<file path="src/spp_pkg.sv">
// Shared constants for the shared parallel I/O port
package spp_pkg;
   localparam int          SPP_PORT_W    = 16;          // Pins in one port
   localparam int          SPP_ADDR_W    = 8;           // Bus address width
   localparam int          SPP_DATA_W    = 32;          // Bus data width
   // Register byte offsets
   localparam logic [7:0]  SPP_OFS_DIR   = 8'h00;       // pin_direction_bits
   localparam logic [7:0]  SPP_OFS_LEVEL = 8'h04;       // pin_level_bits
   localparam logic [7:0]  SPP_OFS_LATCH = 8'h08;       // output_latch_bits
   localparam logic [7:0]  SPP_OFS_ANSEL = 8'h0c;       // analog_pin_select
   // Reset values
   localparam logic [15:0] SPP_DIR_RST   = 16'hffff;    // All pins input
   localparam logic [15:0] SPP_LATCH_RST = 16'h0000;
   localparam logic [15:0] SPP_ANSEL_RST = 16'h0000;
   // Bus responses
   localparam logic [1:0]  SPP_RESP_OK   = 2'h0;
   localparam logic [1:0]  SPP_RESP_ERR  = 2'h2;
endpackage : spp_pkg

</file>
<file path="src/spp_pad_if.sv">
// Per-pin ownership signals between the port core and the pad multiplexers
`timescale 1ns/1ns
interface spp_pad_if #(parameter int WIDTH = 16);
   logic [WIDTH-1:0] port_dout;   // Output latch
   logic [WIDTH-1:0] port_oe;     // Port driver enable
   logic [WIDTH-1:0] per_own;     // Peripheral owns the pad
   logic [WIDTH-1:0] per_dout;    // Peripheral output data
   logic [WIDTH-1:0] pad_dout;    // Selected pad data
   logic [WIDTH-1:0] pad_oe;      // Selected pad enable
   modport core (output port_dout, port_oe, per_own, per_dout,
                 input  pad_dout, pad_oe);
   modport mux  (input  port_dout, port_oe, per_own, per_dout,
                 output pad_dout, pad_oe);
endinterface : spp_pad_if

</file>
<file path="src/spp_pad_mux.sv">
// Output data and output enable multiplexers of the pad cells
`timescale 1ns/1ns
module spp_pad_mux (
   spp_pad_if.mux pads
);
   // Peripheral wins both muxes while it owns the pin
   assign pads.pad_dout = (pads.per_own & pads.per_dout)
                        | (~pads.per_own & pads.port_dout);
   assign pads.pad_oe   = pads.per_own | pads.port_oe;
endmodule : spp_pad_mux

</file>
<file path="src/spp_port.sv">
// Shared parallel I/O port with AXI4-Lite register access
`timescale 1ns/1ns
module spp_port
   import spp_pkg::*;
#(
   parameter int                    WIDTH     = SPP_PORT_W,
   parameter logic [SPP_PORT_W-1:0] IMPL_MASK = 16'hffff, // Pins present
   parameter logic [SPP_PORT_W-1:0] PERI_OUT  = 16'hffff  // Peripheral can drive
) (
   input  wire logic                  CLK_SYS,
   input  wire logic                  RST_N,
   // AXI4-Lite slave
   input  wire logic [SPP_ADDR_W-1:0] AWADDR,
   input  wire logic                  AWVALID,
   output logic                       AWREADY,
   input  wire logic [SPP_DATA_W-1:0] WDATA,
   input  wire logic [3:0]            WSTRB,
   input  wire logic                  WVALID,
   output logic                       WREADY,
   output logic [1:0]                 BRESP,
   output logic                       BVALID,
   input  wire logic                  BREADY,
   input  wire logic [SPP_ADDR_W-1:0] ARADDR,
   input  wire logic                  ARVALID,
   output logic                       ARREADY,
   output logic [SPP_DATA_W-1:0]      RDATA,
   output logic [1:0]                 RRESP,
   output logic                       RVALID,
   input  wire logic                  RREADY,
   // Peripheral side
   input  wire logic [WIDTH-1:0]      PERIPH_EN,
   input  wire logic [WIDTH-1:0]      PERIPH_OE,
   input  wire logic [WIDTH-1:0]      PERIPH_DOUT,
   output logic [WIDTH-1:0]           PERIPH_DIN,
   output logic [WIDTH-1:0]           ANALOG_ROUTE,
   // Pads
   input  wire logic [WIDTH-1:0]      PAD_IN,
   output logic [WIDTH-1:0]           PAD_OUT,
   output logic [WIDTH-1:0]           PAD_OE
);
   localparam logic [WIDTH-1:0] IMPL = IMPL_MASK[WIDTH-1:0];

   logic             rst_meta_r;
   logic             rst_n;
   logic [WIDTH-1:0] dir_r;
   logic [WIDTH-1:0] latch_r;
   logic [WIDTH-1:0] ansel_r;
   logic [WIDTH-1:0] pad_sync;
   logic [WIDTH-1:0] pin_level_c;
   logic [WIDTH-1:0] own_c;
   logic             aw_held_r;
   logic             w_held_r;
   logic [SPP_ADDR_W-1:0] awaddr_r;
   logic [SPP_DATA_W-1:0] wdata_r;
   logic [3:0]       wstrb_r;
   logic             aw_held_nxt;
   logic             w_held_nxt;
   logic             do_wr;
   logic             ar_hs;
   logic             rvalid_nxt;

   spp_pad_if #(.WIDTH(WIDTH)) pads ();

   // Merge bus bytes into a register, honouring strobes
   function automatic logic [WIDTH-1:0] merge(
      input logic [WIDTH-1:0]      old,
      input logic [SPP_DATA_W-1:0] wd,
      input logic [3:0]            st);
      logic [WIDTH-1:0] res;
      res = old;
      for (int i = 0; i < WIDTH; i++) begin
         if (st[i/8]) begin
            res[i] = wd[i];
         end
      end
      return res;
   endfunction : merge

   // Is this a mapped register offset
   function automatic logic mapped(input logic [SPP_ADDR_W-1:0] a);
      return a == SPP_OFS_DIR || a == SPP_OFS_LEVEL ||
             a == SPP_OFS_LATCH || a == SPP_OFS_ANSEL;
   endfunction : mapped

   // Reset release through two flops; assertion stays asynchronous
   always_ff @(posedge CLK_SYS or negedge RST_N) begin
      if (!RST_N) begin
         rst_meta_r <= 1'b0;
         rst_n      <= 1'b0;
      end else begin
         rst_meta_r <= 1'b1;
         rst_n      <= rst_meta_r;
      end
   end

   // Pad levels cross into the clock domain before any use
   spp_sync #(.WIDTH(WIDTH)) u_sync (
      .clk   (CLK_SYS),
      .rst_n (rst_n),
      .d     (PAD_IN),
      .q     (pad_sync)
   );

   // One level feeds both the peripheral and the read path
   assign pin_level_c = pad_sync & IMPL & ~ansel_r;
   // Input-only peripherals can never own a pin
   assign own_c = PERIPH_EN & PERIPH_OE & PERI_OUT[WIDTH-1:0]
                & IMPL;

   assign pads.port_dout = latch_r & IMPL;
   assign pads.port_oe   = ~dir_r & IMPL;
   assign pads.per_own   = own_c;
   assign pads.per_dout  = PERIPH_DOUT;

   spp_pad_mux u_mux (
      .pads (pads)
   );

   // Pad and peripheral outputs leave from flops
   always_ff @(posedge CLK_SYS or negedge rst_n) begin
      if (!rst_n) begin
         PAD_OUT      <= '0;
         PAD_OE       <= '0;
         PERIPH_DIN   <= '0;
         ANALOG_ROUTE <= '0;
      end else begin
         PAD_OUT      <= pads.pad_dout;
         PAD_OE       <= pads.pad_oe;
         PERIPH_DIN   <= pin_level_c;
         ANALOG_ROUTE <= ansel_r & IMPL;
      end
   end

   // Write channel bookkeeping; address and data may come in any order
   assign do_wr       = aw_held_r & w_held_r & ~BVALID;
   assign aw_held_nxt = do_wr ? 1'b0 : (aw_held_r | (AWVALID & AWREADY));
   assign w_held_nxt  = do_wr ? 1'b0 : (w_held_r | (WVALID & WREADY));

   always_ff @(posedge CLK_SYS or negedge rst_n) begin
      if (!rst_n) begin
         aw_held_r <= 1'b0;
         w_held_r  <= 1'b0;
         AWREADY   <= 1'b0;
         WREADY    <= 1'b0;
         awaddr_r  <= '0;
         wdata_r   <= '0;
         wstrb_r   <= '0;
      end else begin
         aw_held_r <= aw_held_nxt;
         w_held_r  <= w_held_nxt;
         AWREADY   <= ~aw_held_nxt;
         WREADY    <= ~w_held_nxt;
         if (AWVALID && AWREADY) begin
            awaddr_r <= AWADDR;
         end
         if (WVALID && WREADY) begin
            wdata_r <= WDATA;
            wstrb_r <= WSTRB;
         end
      end
   end

   // Write response one cycle after both halves are held
   always_ff @(posedge CLK_SYS or negedge rst_n) begin
      if (!rst_n) begin
         BVALID <= 1'b0;
         BRESP  <= SPP_RESP_OK;
      end else if (do_wr) begin
         BVALID <= 1'b1;
         BRESP  <= mapped(awaddr_r) ? SPP_RESP_OK : SPP_RESP_ERR;
      end else if (BREADY) begin
         BVALID <= 1'b0;
      end
   end

   // Direction register; unimplemented bits held as inputs
   always_ff @(posedge CLK_SYS or negedge rst_n) begin
      if (!rst_n) begin
         dir_r <= SPP_DIR_RST[WIDTH-1:0];
      end else if (do_wr && awaddr_r == SPP_OFS_DIR) begin
         dir_r <= merge(dir_r, wdata_r, wstrb_r) | ~IMPL;
      end
   end

   // Latch takes writes through either the latch or the level address
   always_ff @(posedge CLK_SYS or negedge rst_n) begin
      if (!rst_n) begin
         latch_r <= SPP_LATCH_RST[WIDTH-1:0];
      end else if (do_wr && (awaddr_r == SPP_OFS_LATCH ||
                             awaddr_r == SPP_OFS_LEVEL)) begin
         latch_r <= merge(latch_r, wdata_r, wstrb_r) & IMPL;
      end
   end

   // Analog selection; software must also leave those pins as inputs
   always_ff @(posedge CLK_SYS or negedge rst_n) begin
      if (!rst_n) begin
         ansel_r <= SPP_ANSEL_RST[WIDTH-1:0];
      end else if (do_wr && awaddr_r == SPP_OFS_ANSEL) begin
         ansel_r <= merge(ansel_r, wdata_r, wstrb_r) & IMPL;
      end
   end

   // Read channel; one read in flight, data one cycle after address
   assign ar_hs      = ARVALID & ARREADY;
   assign rvalid_nxt = ar_hs | (RVALID & ~RREADY);

   always_ff @(posedge CLK_SYS or negedge rst_n) begin
      if (!rst_n) begin
         ARREADY <= 1'b0;
         RVALID  <= 1'b0;
         RDATA   <= '0;
         RRESP   <= SPP_RESP_OK;
      end else begin
         ARREADY <= ~rvalid_nxt;
         RVALID  <= rvalid_nxt;
         if (ar_hs) begin
            RRESP <= mapped(ARADDR) ? SPP_RESP_OK : SPP_RESP_ERR;
            unique case (ARADDR)
               SPP_OFS_DIR:   RDATA <= 32'(dir_r & IMPL);
               SPP_OFS_LEVEL: RDATA <= 32'(pin_level_c);
               SPP_OFS_LATCH: RDATA <= 32'(latch_r & IMPL);
               SPP_OFS_ANSEL: RDATA <= 32'(ansel_r & IMPL);
               default:       RDATA <= '0;
            endcase
         end
      end
   end
endmodule : spp_port

</file>
<file path="src/spp_sync.sv">
// Two flip-flop synchroniser for pad levels
`timescale 1ns/1ns
module spp_sync #(parameter int WIDTH = 16) (
   input  wire logic             clk,
   input  wire logic             rst_n,
   input  wire logic [WIDTH-1:0] d,
   output logic      [WIDTH-1:0] q
);
   logic [WIDTH-1:0] meta_r;

   // First stage feeds only the second stage
   always_ff @(posedge clk or negedge rst_n) begin
      if (!rst_n) begin
         meta_r <= '0;
         q      <= '0;
      end else begin
         meta_r <= d;
         q      <= meta_r;
      end
   end
endmodule : spp_sync
</file>
<file path="config.mk">
export PLATFORM = sky130hd
export DESIGN_NAME = spp_port
export DESIGN_NICKNAME = d
export VERILOG_FILES = /design/src/spp_pkg.sv /design/src/spp_pad_if.sv /design/src/spp_pad_mux.sv /design/src/spp_port.sv /design/src/spp_sync.sv
export SDC_FILE = /design/constraint.sdc
export NUM_CORES = 1
export LEC_CHECK = 0
export ABC_AREA = 1
export BUFFER_PORTS_ARGS = -buffer_cell sky130_fd_sc_hd__buf_4
export CORE_ASPECT_RATIO = 0.7
export CORE_UTILIZATION = 53
export CTS_BUF_LIST = sky130_fd_sc_hd__clkbuf_4
export CTS_CLUSTER_DIAMETER = 200
export DETAILED_ROUTE_END_ITERATION = 10
export PLACE_DENSITY = 0.84
export SYNTH_ARGS = -nofsm -noshare
export SYNTH_HDL_FRONTEND = slang
export SYNTH_SLANG_ARGS = --single-unit
</file>
<file path="constraint.sdc">
create_clock -name CLK_SYS -period 6.6 [get_ports CLK_SYS]
set_input_delay 0.66 -clock CLK_SYS [delete_from_list [all_inputs] [get_ports CLK_SYS]]
set_output_delay 0.66 -clock CLK_SYS [all_outputs]
set_load 0.01 [all_outputs]
</file>
### Word level (Yosys, flattened, before mapping)

Index checks and enable logic that the tools add are counted.
Widths: inputs -> output; s select.

| cells by class | value |
|---|---|
| equality and inequality tests | 6 |
| mux-type cells | 7 |
| bitwise logic cells | 23 |
| reduce and logical (&&, ||, !) cells | 21 |

Operators by type and width:

| kind | number |
|---|---|
| $and 16x16->16 | 4 |
| $pmux 16 s4 | 1 |
| $not 16->16 | 3 |
| $eq 8x4->1 const B | 4 |
| $or 16x16->16 | 2 |
| $eq 8x3->1 const B | 2 |
| $logic_not 8->1 | 2 |
| $reduce_and 2->1 | 6 |
| $logic_or 1x1->1 | 7 |
| $and 1x1->1 | 6 |
| $logic_and 1x1->1 | 5 |
| $not 1->1 | 5 |
| $mux 1 | 4 |
| $mux 2 | 2 |
| $or 1x1->1 | 3 |
| $reduce_bool 2->1 | 1 |

| word-level totals | value |
|---|---|
| register bits | 215 |
| bits of input ports | 123 |
| output and inout port bits | 105 |
| logic and storage cells | 84 |

### Logic depth before layout (Yosys ltp)

Gate-level depths: netlist of the first run.

| logic depth | value |
|---|---|
| depth in word-level cells | 5 |
| mapped depth | 8 |
| gate-level depth less buffers | 7 |

### Hierarchy

A second synthesis of the first run with hierarchy kept.

| second synthesis, totals | value |
|---|---|
| cell total of the unflattened synthesis | 796 |
| area, all modules | 7787.5 sq um |

Modules (own cells, without submodules):

| module | times used | cells each | area each (sq um) | sequential area each (sq um) |
|---|---|---|---|---|
| spp_port | 1 | 684 | 6646.4 | 4149.0 |
| spp_sync | 1 | 32 | 800.8 | 800.8 |
| spp_pad_mux | 1 | 80 | 340.3 | 0.0 |

### Worst setup path after synthesis of the first run

No wires, ideal clock.

| timing path | value |
|---|---|
| path kind | input port to flip-flop |
| start point | in ARADDR[0] |
| end point | reg RRESP[1] |
| library setup time | 0.118 ns |
| data arrival time | 1.381 ns |
| data required time | 6.482 ns |
| slack | 5.102 ns |
| stages on the path | 7 |
| path buffers | 1 |
| path through | inv_1 nand2_2 nor2_4 buf_2 o21ai_0 nand3_1 nand2_1 |

| between the ends | value |
|---|---|
| word-level cells in the longest chain between the ends | 5 |
| elaborated cells between the ends (all ways) | 8 |
| those cells by class | eq/ne: 3; mux: 1; reduce/logical: 4 |

RTL lines:

| element | RTL line | text |
|---|---|---|
| start, declared | spp_port.sv:23 | `input wire logic [SPP_ADDR_W-1:0] ARADDR,` |
| $eq 8x3->1 / $logic_not 8->1 (equally long branches) | spp_port.sv:81 | `return a == SPP_OFS_DIR \|\| a == SPP_OFS_LEVEL \|\|` |
| $logic_or 1x1->1 (2 in series) | spp_port.sv:81 |  |
| $logic_or 1x1->1 (*) | spp_port.sv:82 | `a == SPP_OFS_LATCH \|\| a == SPP_OFS_ANSEL;` |
| $mux 2 (*) | spp_port.sv:218 | `RRESP <= mapped(ARADDR) ? SPP_RESP_OK : SPP_RESP_ERR;` |
| end signal, assigned | spp_port.sv:218 |  |
| end, declared | spp_port.sv:27 | `output logic [1:0] RRESP,` |

Mark *: on every way between the ends. The rest lies on a longest branch, timed or not.
A chain may end at the register's enable or synchronous reset.

### Worst setup path in the final report of the first run

| timing path | value |
|---|---|
| start point | reg ARREADY |
| end point | reg RVALID |

| between the ends | value |
|---|---|
| word-level cells in the longest chain between the ends | 2 |

RTL lines:

| element | RTL line | text |
|---|---|---|
| start, declared | spp_port.sv:25 | `output logic ARREADY,` |
| start signal, assigned | spp_port.sv:215 | `ARREADY <= ~rvalid_nxt;` |
| $and 1x1->1 | spp_port.sv:205 | `assign ar_hs = ARVALID & ARREADY;` |
| $or 1x1->1 | spp_port.sv:206 | `assign rvalid_nxt = ar_hs \| (RVALID & ~RREADY);` |
| named net rvalid_nxt | spp_port.sv:60 | `logic rvalid_nxt;` |
| end signal, assigned | spp_port.sv:216 | `RVALID <= rvalid_nxt;` |
| end, declared | spp_port.sv:28 | `output logic RVALID,` |

The timed path passes the listed nets, and every way through them passes these cells.

==> metrics.txt, run 1 <==
outcome complete, no violations; cells along the critical path nand2_1, inv_1, a21oi_1, inv_1; Flop pwr share between 50% and 60%; Worst path max stage delay 0.54 ns; Final setup viols 0; initial antenna violation count 0; Power Dens Cells 325.4 nW/um^2; # DRC 0; hold worst-path end u_sync.meta_r[12]; worst-case hold slack ~0.20 ns; wire per inst approximately 16 um; synth warn 0; Skew-Pair Late Insertion Delay roughly 0.55 ns; DP HPWL roughly 13000 um; H-tree level count 4; post-synth cell types 23; Total GRT Usage between 20% and 30%; Max-Cap Viols 0; cts bufs inserted 17; Seq/Total Area, Yosys about 65%; top cells by instance count after synthesis nand2_1, dfrtp_1, nand3_1; Clock Skew between 0.02 and 0.025 ns; Num Clock Sinks 197; number of flops mapped to enable cells by yosys 0; area leader, netlist dfrtp_1; top-area cell type share of the netlist area approximately three fifths; nets just over 1000; share of cells above drive strength 1 ~35%; R2R setup slack 4.64 ns; CP max stage cell nand2_1; Peak VDD IR between 0.2 and 0.25 mV; Seq cells post-synth a little under 200; Final Slew Violations 0; internal power about 2000 uW; Post-Route WL 17660 um; mean number of vias per cell roughly 5.0; Crit path max-delay family buffers and inverters; Worst Reg2Reg Path Length in Cells 4; # diodes 0; Area growth syn-to-layout 23.56%; Mapped Cells between 700 and 800; filler instances 1083; Setup CP Type reg2reg; Critical path buffers and inverters 2; Pleak roughly 0.0048 uW; Post-synth top flop dfrtp_1; maximum fanout along the worst path 18; post-route clock period utilization just under 30%; power share of the clock group a little over a fifth; Least-Margin Pin Slew roughly 0.99 ns; grt total ovfl 0; hold path start PAD_IN[12]; switching portion of total power between 30 and 40%; post-route ant nets 0; hold depth 1; CP Data Arrival Time 2.41 ns; Area after DPL slightly above 9000 um^2; RSZ-0062 raised after global routing no; Achievable Freq a little over 0.5 GHz; I/O Buffers around 190; Final GP Congestion approximately 0.79; reg-to-reg critical path startpoint ARREADY; chip width 144.9 um; clock-pin slew on the worst setup and hold paths approximately 0.17 ns; final non-filler cell area about 9400 um^2; first-pass GRT wire length about 28000 um; Startpoint Class flip-flop; via count approximately 5600; Overall Power about 3000 uW; top-count cell post-synth nand2_1; Min-Delay Path Class in2reg; 1st-iter DRT viols around 330; r2r endpoint RVALID; ys async rst share 100.0%; die area between 10000 and 15000 um^2; Initial Utilization between 50% and 60%; Psw 1033 uW; crit path time final 1.960 ns; Crit. End Element flip-flop; CTS tree yes; cts repair resizes 0; Pre-antenna DRT Iters 5; Fin. Hold Viols 0; Slew headroom about a third; Comb pwr share 22.5%; Data required, critical path slightly above 7 ns; Max clock buf depth 2; io pins 228; Root Buffer clkbuf_4; final setup TNS 0 ns; pin count of the biggest net entering global routing 84; Post-Syn Area per Cell between 10 and 15 um^2; vias in the first global route 5232; Die H a little over 100 um; Core Box Area 13920 um^2; Synth area leaders dfrtp_1, nand2_1, dfstp_2, o21ai_2, nand3_1; Netlist Area Pre-Place between 7000 and 8000 um^2; CP dominant cell by count inv_1; row count 36
-- cells by family after synthesis --
family	count (synthesis)	synth area share (%)
AO/OA/AOI/OAI	72	6.341
flip-flops	197	65.32
buffers and inverters	90	6.077
AND/OR/NAND/NOR	339	19.78
multiplexers	16	2.378
other	2	0.09911
-- placed cells by master, fill, tap and decap left out, types with 3 or more instances in the layout --
| cell | count |
|---|---|
| conb_1 | 19 |
| nor2_4 | 6 |
| dfrtp_1 | 180 |
| o21ai_2 | 32 |
| buf_4 | 193 |
| inv_6 | 5 |
| inv_1 | 46 |
| nand3_1 | 50 |
| nand3_2 | 7 |
| clkbuf_4 | 17 |
| dfstp_2 | 16 |
| mux2_2 | 16 |
| o21ai_1 | 9 |
| nand2_2 | 9 |
| o21ai_0 | 29 |
| nand2_1 | 223 |
| nand4_1 | 17 |
| clkinv_4 | 3 |
| nor2_2 | 4 |
| nor2_1 | 23 |
-- through the flow --
stage,std cells,worst slack [ns],util (%)
floorplan,733,0.7319,-
global placement,1075,4.305,65.06
detailed placement,1075,4.269,65.06
CTS,1107,4.619,67.27
global route,1107,4.422,67.27
finish,1107,4.640,67.27
-- sequential cells by signal (all words and copies together) (netlist names), 16 cells and up --
register	cells
ANALOG_ROUTE	16
PAD_OE	16
latch_r	16
wdata_r	16
u_sync.meta_r	16
dir_r	16
PAD_OUT	16
RDATA	16
ansel_r	16
u_sync.q	16
PERIPH_DIN	16
-- how the worst max path moves through the flow --
stage | startpoint | end | cells past startpoint
floorplan | rst_n | ANALOG_ROUTE[0] | 0
global placement | ARVALID | RVALID | 5
detailed placement | ARVALID | RVALID | 5
CTS | ARREADY | RVALID | 4
global route | WREADY | w_held_r | 4
finish | ARREADY | RVALID | 4
-- area by class of cell --
type                    instances  area (um^2)  share of cell area, %
clock buffers                  17        127.6                  1.363
clock inverters                14        170.2                  1.817
inverters                      49        183.9                  1.964
multi-input cells             446         2231                  23.83
flip-flops and latches        197         4954                  52.91
well taps                     190        237.7                  2.539
repair buffers                194         1459                  15.58
-- layer usage --
metal	vias to the layer above	share of wire [%]	GRT usage, %	wire length (um)
li1	2640	-	-	-
met1	2658	46	37.96	8055
met2	244	44	37.32	7714
met3	13	10	7.098	1763
met4	0	0.73	5.155	129
met5	-	0	0	0
-- power by group through the flow --
stage                     Sequential [uW]  Combinational, uW  Clock, uW
after floorplan                      1700                375          0
after global placement               1710                669          0
after detailed placement             1730                693          0
after CTS                            1700                697        669
after global routing                 1740                775        720
final                                1710                687        655
-- repair_timing --
action,4_1_cts,5_1_grt
setup buffers,0,0
endpoints found under the hold margin,2,0
hold buffers,1,0
Power figures use the tool's default switching activity.
==> run 2: changes to the inputs <==
--- a/config.mk
+++ b/config.mk
@@ -8,11 +8,11 @@
 export ABC_AREA = 1
 export BUFFER_PORTS_ARGS = -buffer_cell sky130_fd_sc_hd__buf_4
 export CORE_ASPECT_RATIO = 0.7
-export CORE_UTILIZATION = 53
+export CORE_UTILIZATION = 48
 export CTS_BUF_LIST = sky130_fd_sc_hd__clkbuf_4
 export CTS_CLUSTER_DIAMETER = 200
 export DETAILED_ROUTE_END_ITERATION = 10
-export PLACE_DENSITY = 0.84
+export PLACE_DENSITY = 0.8
 export SYNTH_ARGS = -nofsm -noshare
 export SYNTH_HDL_FRONTEND = slang
 export SYNTH_SLANG_ARGS = --single-unit
==> constraint.sdc (replaced) <==
create_clock -name CLK_SYS -period 1.7 [get_ports CLK_SYS]
set_input_delay 0.17 -clock CLK_SYS [delete_from_list [all_inputs] [get_ports CLK_SYS]]
set_output_delay 0.17 -clock CLK_SYS [all_outputs]
set_load 0.01 [all_outputs]
==> run 2 against run 1 <==
The flow now finishes with violations (DRC). Sequential power grew to 3.8 times the previous value. Combinational power grew to 4.8 times the previous value. Worst setup slack worse by 4.6 ns. Via count is 10% higher. Cell count is 12% higher.
==> metrics.txt, run 2 (synthesis results as in run 1) <==
Initial Utilization 49.04%; share of cells above drive strength 1 between 30% and 40%; Slew headroom between 50% and 60%; Max clock buf depth 2; # DRC 16; CP Data Arrival Time roughly 2.1 ns; Crit. End Element flip-flop; via count a little over 6000; Achievable Freq 0.6203 GHz; mean number of vias per cell ~4.9; io pins 228; maximum fanout along the worst path 35; vias in the first global route about 6200; clock-pin slew on the worst setup and hold paths about 0.18 ns; Least-Margin Pin Slew 0.6844 ns; outcome complete, but fails checks; placed insts around 1100; failing checks DRC; Startpoint Class flip-flop; Final setup viols 0; row count 38; final setup TNS 0 ns; Die H around 110 um; commonest non-fill, non-tap cell in the layout nand2_1; Setup CP Type reg2reg; H-tree level count 4; Clock Skew 0.02145 ns; cells along the critical path nand2_1, clkinv_1, buf_6, nand2_1, nand2_1, dlygate4sd3_1; Critical path buffers and inverters 3; filler instances around 1100; RSZ-0062 raised after global routing no; Final GP Congestion between 0.8 and 0.9; pin count of the biggest net entering global routing ~50; die area 16300 um^2; Pre-antenna DRT Iters 9; CP max stage cell dlygate4sd3_1; first-pass GRT wire length 32570 um; nets roughly 1200; CP dominant cell by count nand2_1; Skew-Pair Late Insertion Delay between 0.5 and 0.6 ns; Final Slew Violations 0; Fin. Hold Viols 0; # diodes 0; Area growth syn-to-layout 40.42%; Data required, critical path 2.15 ns; grt total ovfl 0; crit path time final around 1.6 ns; chip width 152.2 um; area occupied by multi-input gates between 2000 and 2500 um^2; Power Dens Cells 1162 nW/um^2; Post-Layout Cell Count around 1200; Crit path max-delay family buffers and inverters; Num Clock Sinks between 150 and 200; post-route clock period utilization roughly 95%; Pleak 0.005379 uW; Max-Cap Viols 0; wire per inst ~16 um; DP HPWL about 13000 um; cts bufs inserted 17; initial antenna violation count 0; post-route ant nets 0; I/O Buffers 191; 1st-iter DRT viols about 520; Worst path max stage delay 0.56 ns; register area a little under 5000 um^2; Min-Delay Path Class in2reg; most frequent cells in the layout nand2_1, buf_4, dfrtp_1, dlygate4sd3_1, nand3_1; Core Box Area roughly 15000 um^2; Peak VDD IR slightly below 0.9 mV; Root Buffer clkbuf_4; Post-Route WL slightly above 20000 um; Total GRT Usage between 20% and 30%; CTS tree yes
-- run 2: cell count changes in the layout (fill, tap and decap cells not counted), moves of 2 or more --
cell,delta
inv_8,+2
dlygate4sd3_1,+104
buf_4,+12
buf_12,+6
-- run 2: worst reg2reg max path: cells and delay by family (launching register included) --
kind	cells	cell delay [ns]
flops	1	0.42
buf+inv	3	0.84
simple gates	3	0.26
-- run 2: per-stage QoR --
stage                     util [%]  hold WS (ns)  setup slack [ns]  power [uW]  instance area, um^2
after CTS                    68.83       0.04928           0.09147       12340                10640
after global placement       60.09      -0.04573            0.2426        9352                 9285
after floorplan                  -       -0.1256           -0.3039        8042                 7645
final                        68.86       0.07801           0.08785       12360                10640
after global routing         68.86       0.02296           0.03182       13030                10640
after detailed placement     60.09      -0.04604            0.2425        9474                 9285
-- run 2: area by class of cell --
cell class                      count  area share [%]
Inverter                           49           1.729
Tap cell                          200           2.352
Timing Repair Buffer              317           25.58
Sequential cell                   197           46.55
Clock inverter                     14           1.552
Multi-Input combinational cell    446           20.97
Clock buffer                       18           1.270
-- run 2: path summary, 6_finish.rpt --
| kind | cells after the start | slack (ns) | startpoint | end |
|---|---|---|---|---|
| min | 5 | 0.08 | ARVALID | RDATA[12] |
| max in group asynchronous | 1 | 0.85 | rst_n | PAD_OUT[11] |
| max | 6 | 0.09 | WREADY | wstrb_r[0] |
| max reg2reg | 6 | 0.09 | WREADY | wstrb_r[0] |
| min in group asynchronous | 0 | 0.25 | rst_n | PAD_OUT[1] |
| min reg2reg | 0 | 0.25 | rst_n | PAD_OUT[1] |
-- run 2: layer usage --
metal | track usage, % | up-vias | wire length [um]
li1 | - | 2884 | -
met1 | 36.08 | 2971 | 8785
met2 | 42.03 | 255 | 9413
met3 | 6.791 | 25 | 1729
met4 | 7.434 | 0 | 243
met5 | 0 | - | 0
-- run 2: repair_timing --
action | CTS | global route
resized for setup | 0 | 2
setup endpoints to repair | 0 | 8
hold buffers | 105 | 0
endpoints found under the hold margin | 79 | 0
setup buffers | 0 | 0
-- run 2: power breakdown --
group          switching [uW]  total, uW  leakage [uW]  internal (uW)
Clock                    1720       2540      0.000160            823
Combinational            1790       3290       0.00280           1500
Sequential                745       6540       0.00242           5790
Total                    4250      12400       0.00538           8110
==> run 3: changes to the inputs <==
==> constraint.sdc (replaced) <==
create_clock -name CLK_SYS -period 1.7 [get_ports CLK_SYS]
set_input_delay 0.255 -clock CLK_SYS [delete_from_list [all_inputs] [get_ports CLK_SYS]]
set_output_delay 0.255 -clock CLK_SYS [all_outputs]
set_load 0.01 [all_outputs]
==> run 3 against run 2 <==
The run still ends with DRC left. Register-to-register slack improved by 0.04 ns. Routed wire length rose by 2.6%. Clock power rose by 6%. Global-route usage rose by 0.57 points. Final area fell by 0.44%. Power rose by 0.47%. Sequential share of layout area rose by 0.20 points. Flip-flop and latch count did not move. Utilization fell by 0.30 points. Critical path depth did not move. Cell count fell by 0.32%. Critical endpoint is now wstrb_r[1]. Largest cell class unchanged.
==> metrics.txt, run 3 (synthesis results as in run 1) <==
failing checks DRC; cts bufs inserted 17; crit path time final 1.576 ns; Crit. End Element flip-flop; Startpoint Class flip-flop; Pleak between 0.005 and 0.006 uW; io pins 228; CP Data Arrival Time approximately 2.1 ns; Worst path max stage delay between 0.5 and 0.6 ns; Max clock buf depth 2; Skew-Pair Late Insertion Delay around 0.57 ns; CP max stage cell dlygate4sd3_1; final setup TNS 0 ns; grt total ovfl 0; Power Dens Cells ~1200 nW/um^2; share of cells above drive strength 1 32.63%; Crit path max-delay family buffers and inverters; Area growth syn-to-layout 39.81%; die area ~16000 um^2; Final Slew Violations 0; via count approximately 6000; Fin. Hold Viols 0; I/O Buffers 191; vias in the first global route approximately 6300; H-tree level count 4; nets around 1100; Total GRT Usage a little over a quarter; Setup CP Type reg2reg; commonest non-fill, non-tap cell in the layout nand2_1; Max-Cap Viols 0; Final setup viols 0; Initial Utilization between 40 and 50%; Critical path buffers and inverters 3; wire per inst approximately 17 um; RSZ-0062 raised after global routing no; most frequent cells in the layout nand2_1, buf_4, dfrtp_1, dlygate4sd3_1, nand3_1; 1st-iter DRT viols 320; outcome complete, but fails checks; Slew headroom between 50% and 60%; Min-Delay Path Class in2reg; worst-case hold slack a little over 0.04 ns; Post-CTS Setup Inserts 0; cells along the critical path nand2_1, clkinv_1, buf_6, nand2_1, nand2_1, dlygate4sd3_1; Post-Route WL a little over 20000 um; pin count of the biggest net entering global routing 51; Root Buffer clkbuf_4; post-route ant nets 0; Die H about 110 um; Peak VDD IR 0.7695 mV; chip width between 150 and 200 um; Final GP Congestion 0.8101; Achievable Freq around 0.63 GHz; Num Clock Sinks about 200; Pre-antenna DRT Iters 8; CP dominant cell by count nand2_1; Least-Margin Pin Slew between 0.7 and 0.8 ns; initial antenna violation count 1; # DRC 16; maximum fanout along the worst path 35; Core Box Area approximately 15000 um^2; Clock Skew about 0.017 ns; mean number of vias per cell 4.962; clock-pin slew on the worst setup and hold paths 0.16 ns; DP HPWL around 13000 um; Data required, critical path around 2.2 ns; post-route clock period utilization between 90 and 100%; first-pass GRT wire length about 33000 um; row count 38; CTS tree yes
-- run 3: worst reg2reg max path, stage by stage, from the launching register on --
cell and delay [ns]:
dfrtp_1 0.43, nand2_1 0.11, clkinv_1 0.08, buf_6 0.19
nand2_1 0.09, nand2_1 0.04, dlygate4sd3_1 0.54
-- run 3: layout make-up --
| type | count | area, um^2 |
|---|---|---|
| diodes | 1 | 2.502 |
| fillers | 1163 | 4858 |
| repair buffers | 312 | 2656 |
| flip-flops and latches | 197 | 4954 |
| clock buffers | 19 | 142.6 |
| multi-input cells | 446 | 2231 |
| clock inverters | 13 | 173.9 |
| well taps | 200 | 250.2 |
| inverters | 49 | 183.9 |
-- run 3: final timing paths --
path | start | endpoint | slack, ns | cells after the start
max | WREADY | wstrb_r[1] | 0.12 | 6
min | PERIPH_EN[4] | PAD_OUT[4] | 0.04 | 3
max reg2reg | WREADY | wstrb_r[1] | 0.12 | 6
min reg2reg | rst_n | PAD_OUT[1] | 0.28 | 0
max in group asynchronous | rst_n | dir_r[3] | 0.77 | 1
min in group asynchronous | rst_n | PAD_OUT[1] | 0.28 | 0
-- run 3: per-layer routing --
layer / vias up / part of all wire (%) / global-route usage, %
met1: 2992 / 44 / 36.45
met5: - / 0 / 0
met2: 256 / 47 / 43.05
met3: 8 / 8.8 / 8.650
met4: 0 / 0.40 / 5.321
li1: 2882 / - / -
-- run 3: through the flow --
stage	area, um^2	cells	utilization (%)	setup slack, ns	total power [uW]
6_report	10590	1237	68.56	0.1242	12420
5_1_grt	10590	1237	68.56	0.03284	13110
4_1_cts	10590	1236	68.52	0.07135	12400
3_5_place_dp	9280	1105	60.06	0.1874	9486
3_3_place_gp	9280	1105	60.06	0.3059	9327
2_1_floorplan	7645	733	-	-0.3039	8042
-- run 3: where the power goes --
part	internal, uW	switching (uW)
Combinational	1400	1780
Clock	1080	1620
Sequential	5790	749
-- run 3: timing repair --
action                                  CTS  global route
hold endpoints to repair                 79             0
endpoints found under the setup margin    0             1
hold buffers                             99             0
resized for setup                         0             1
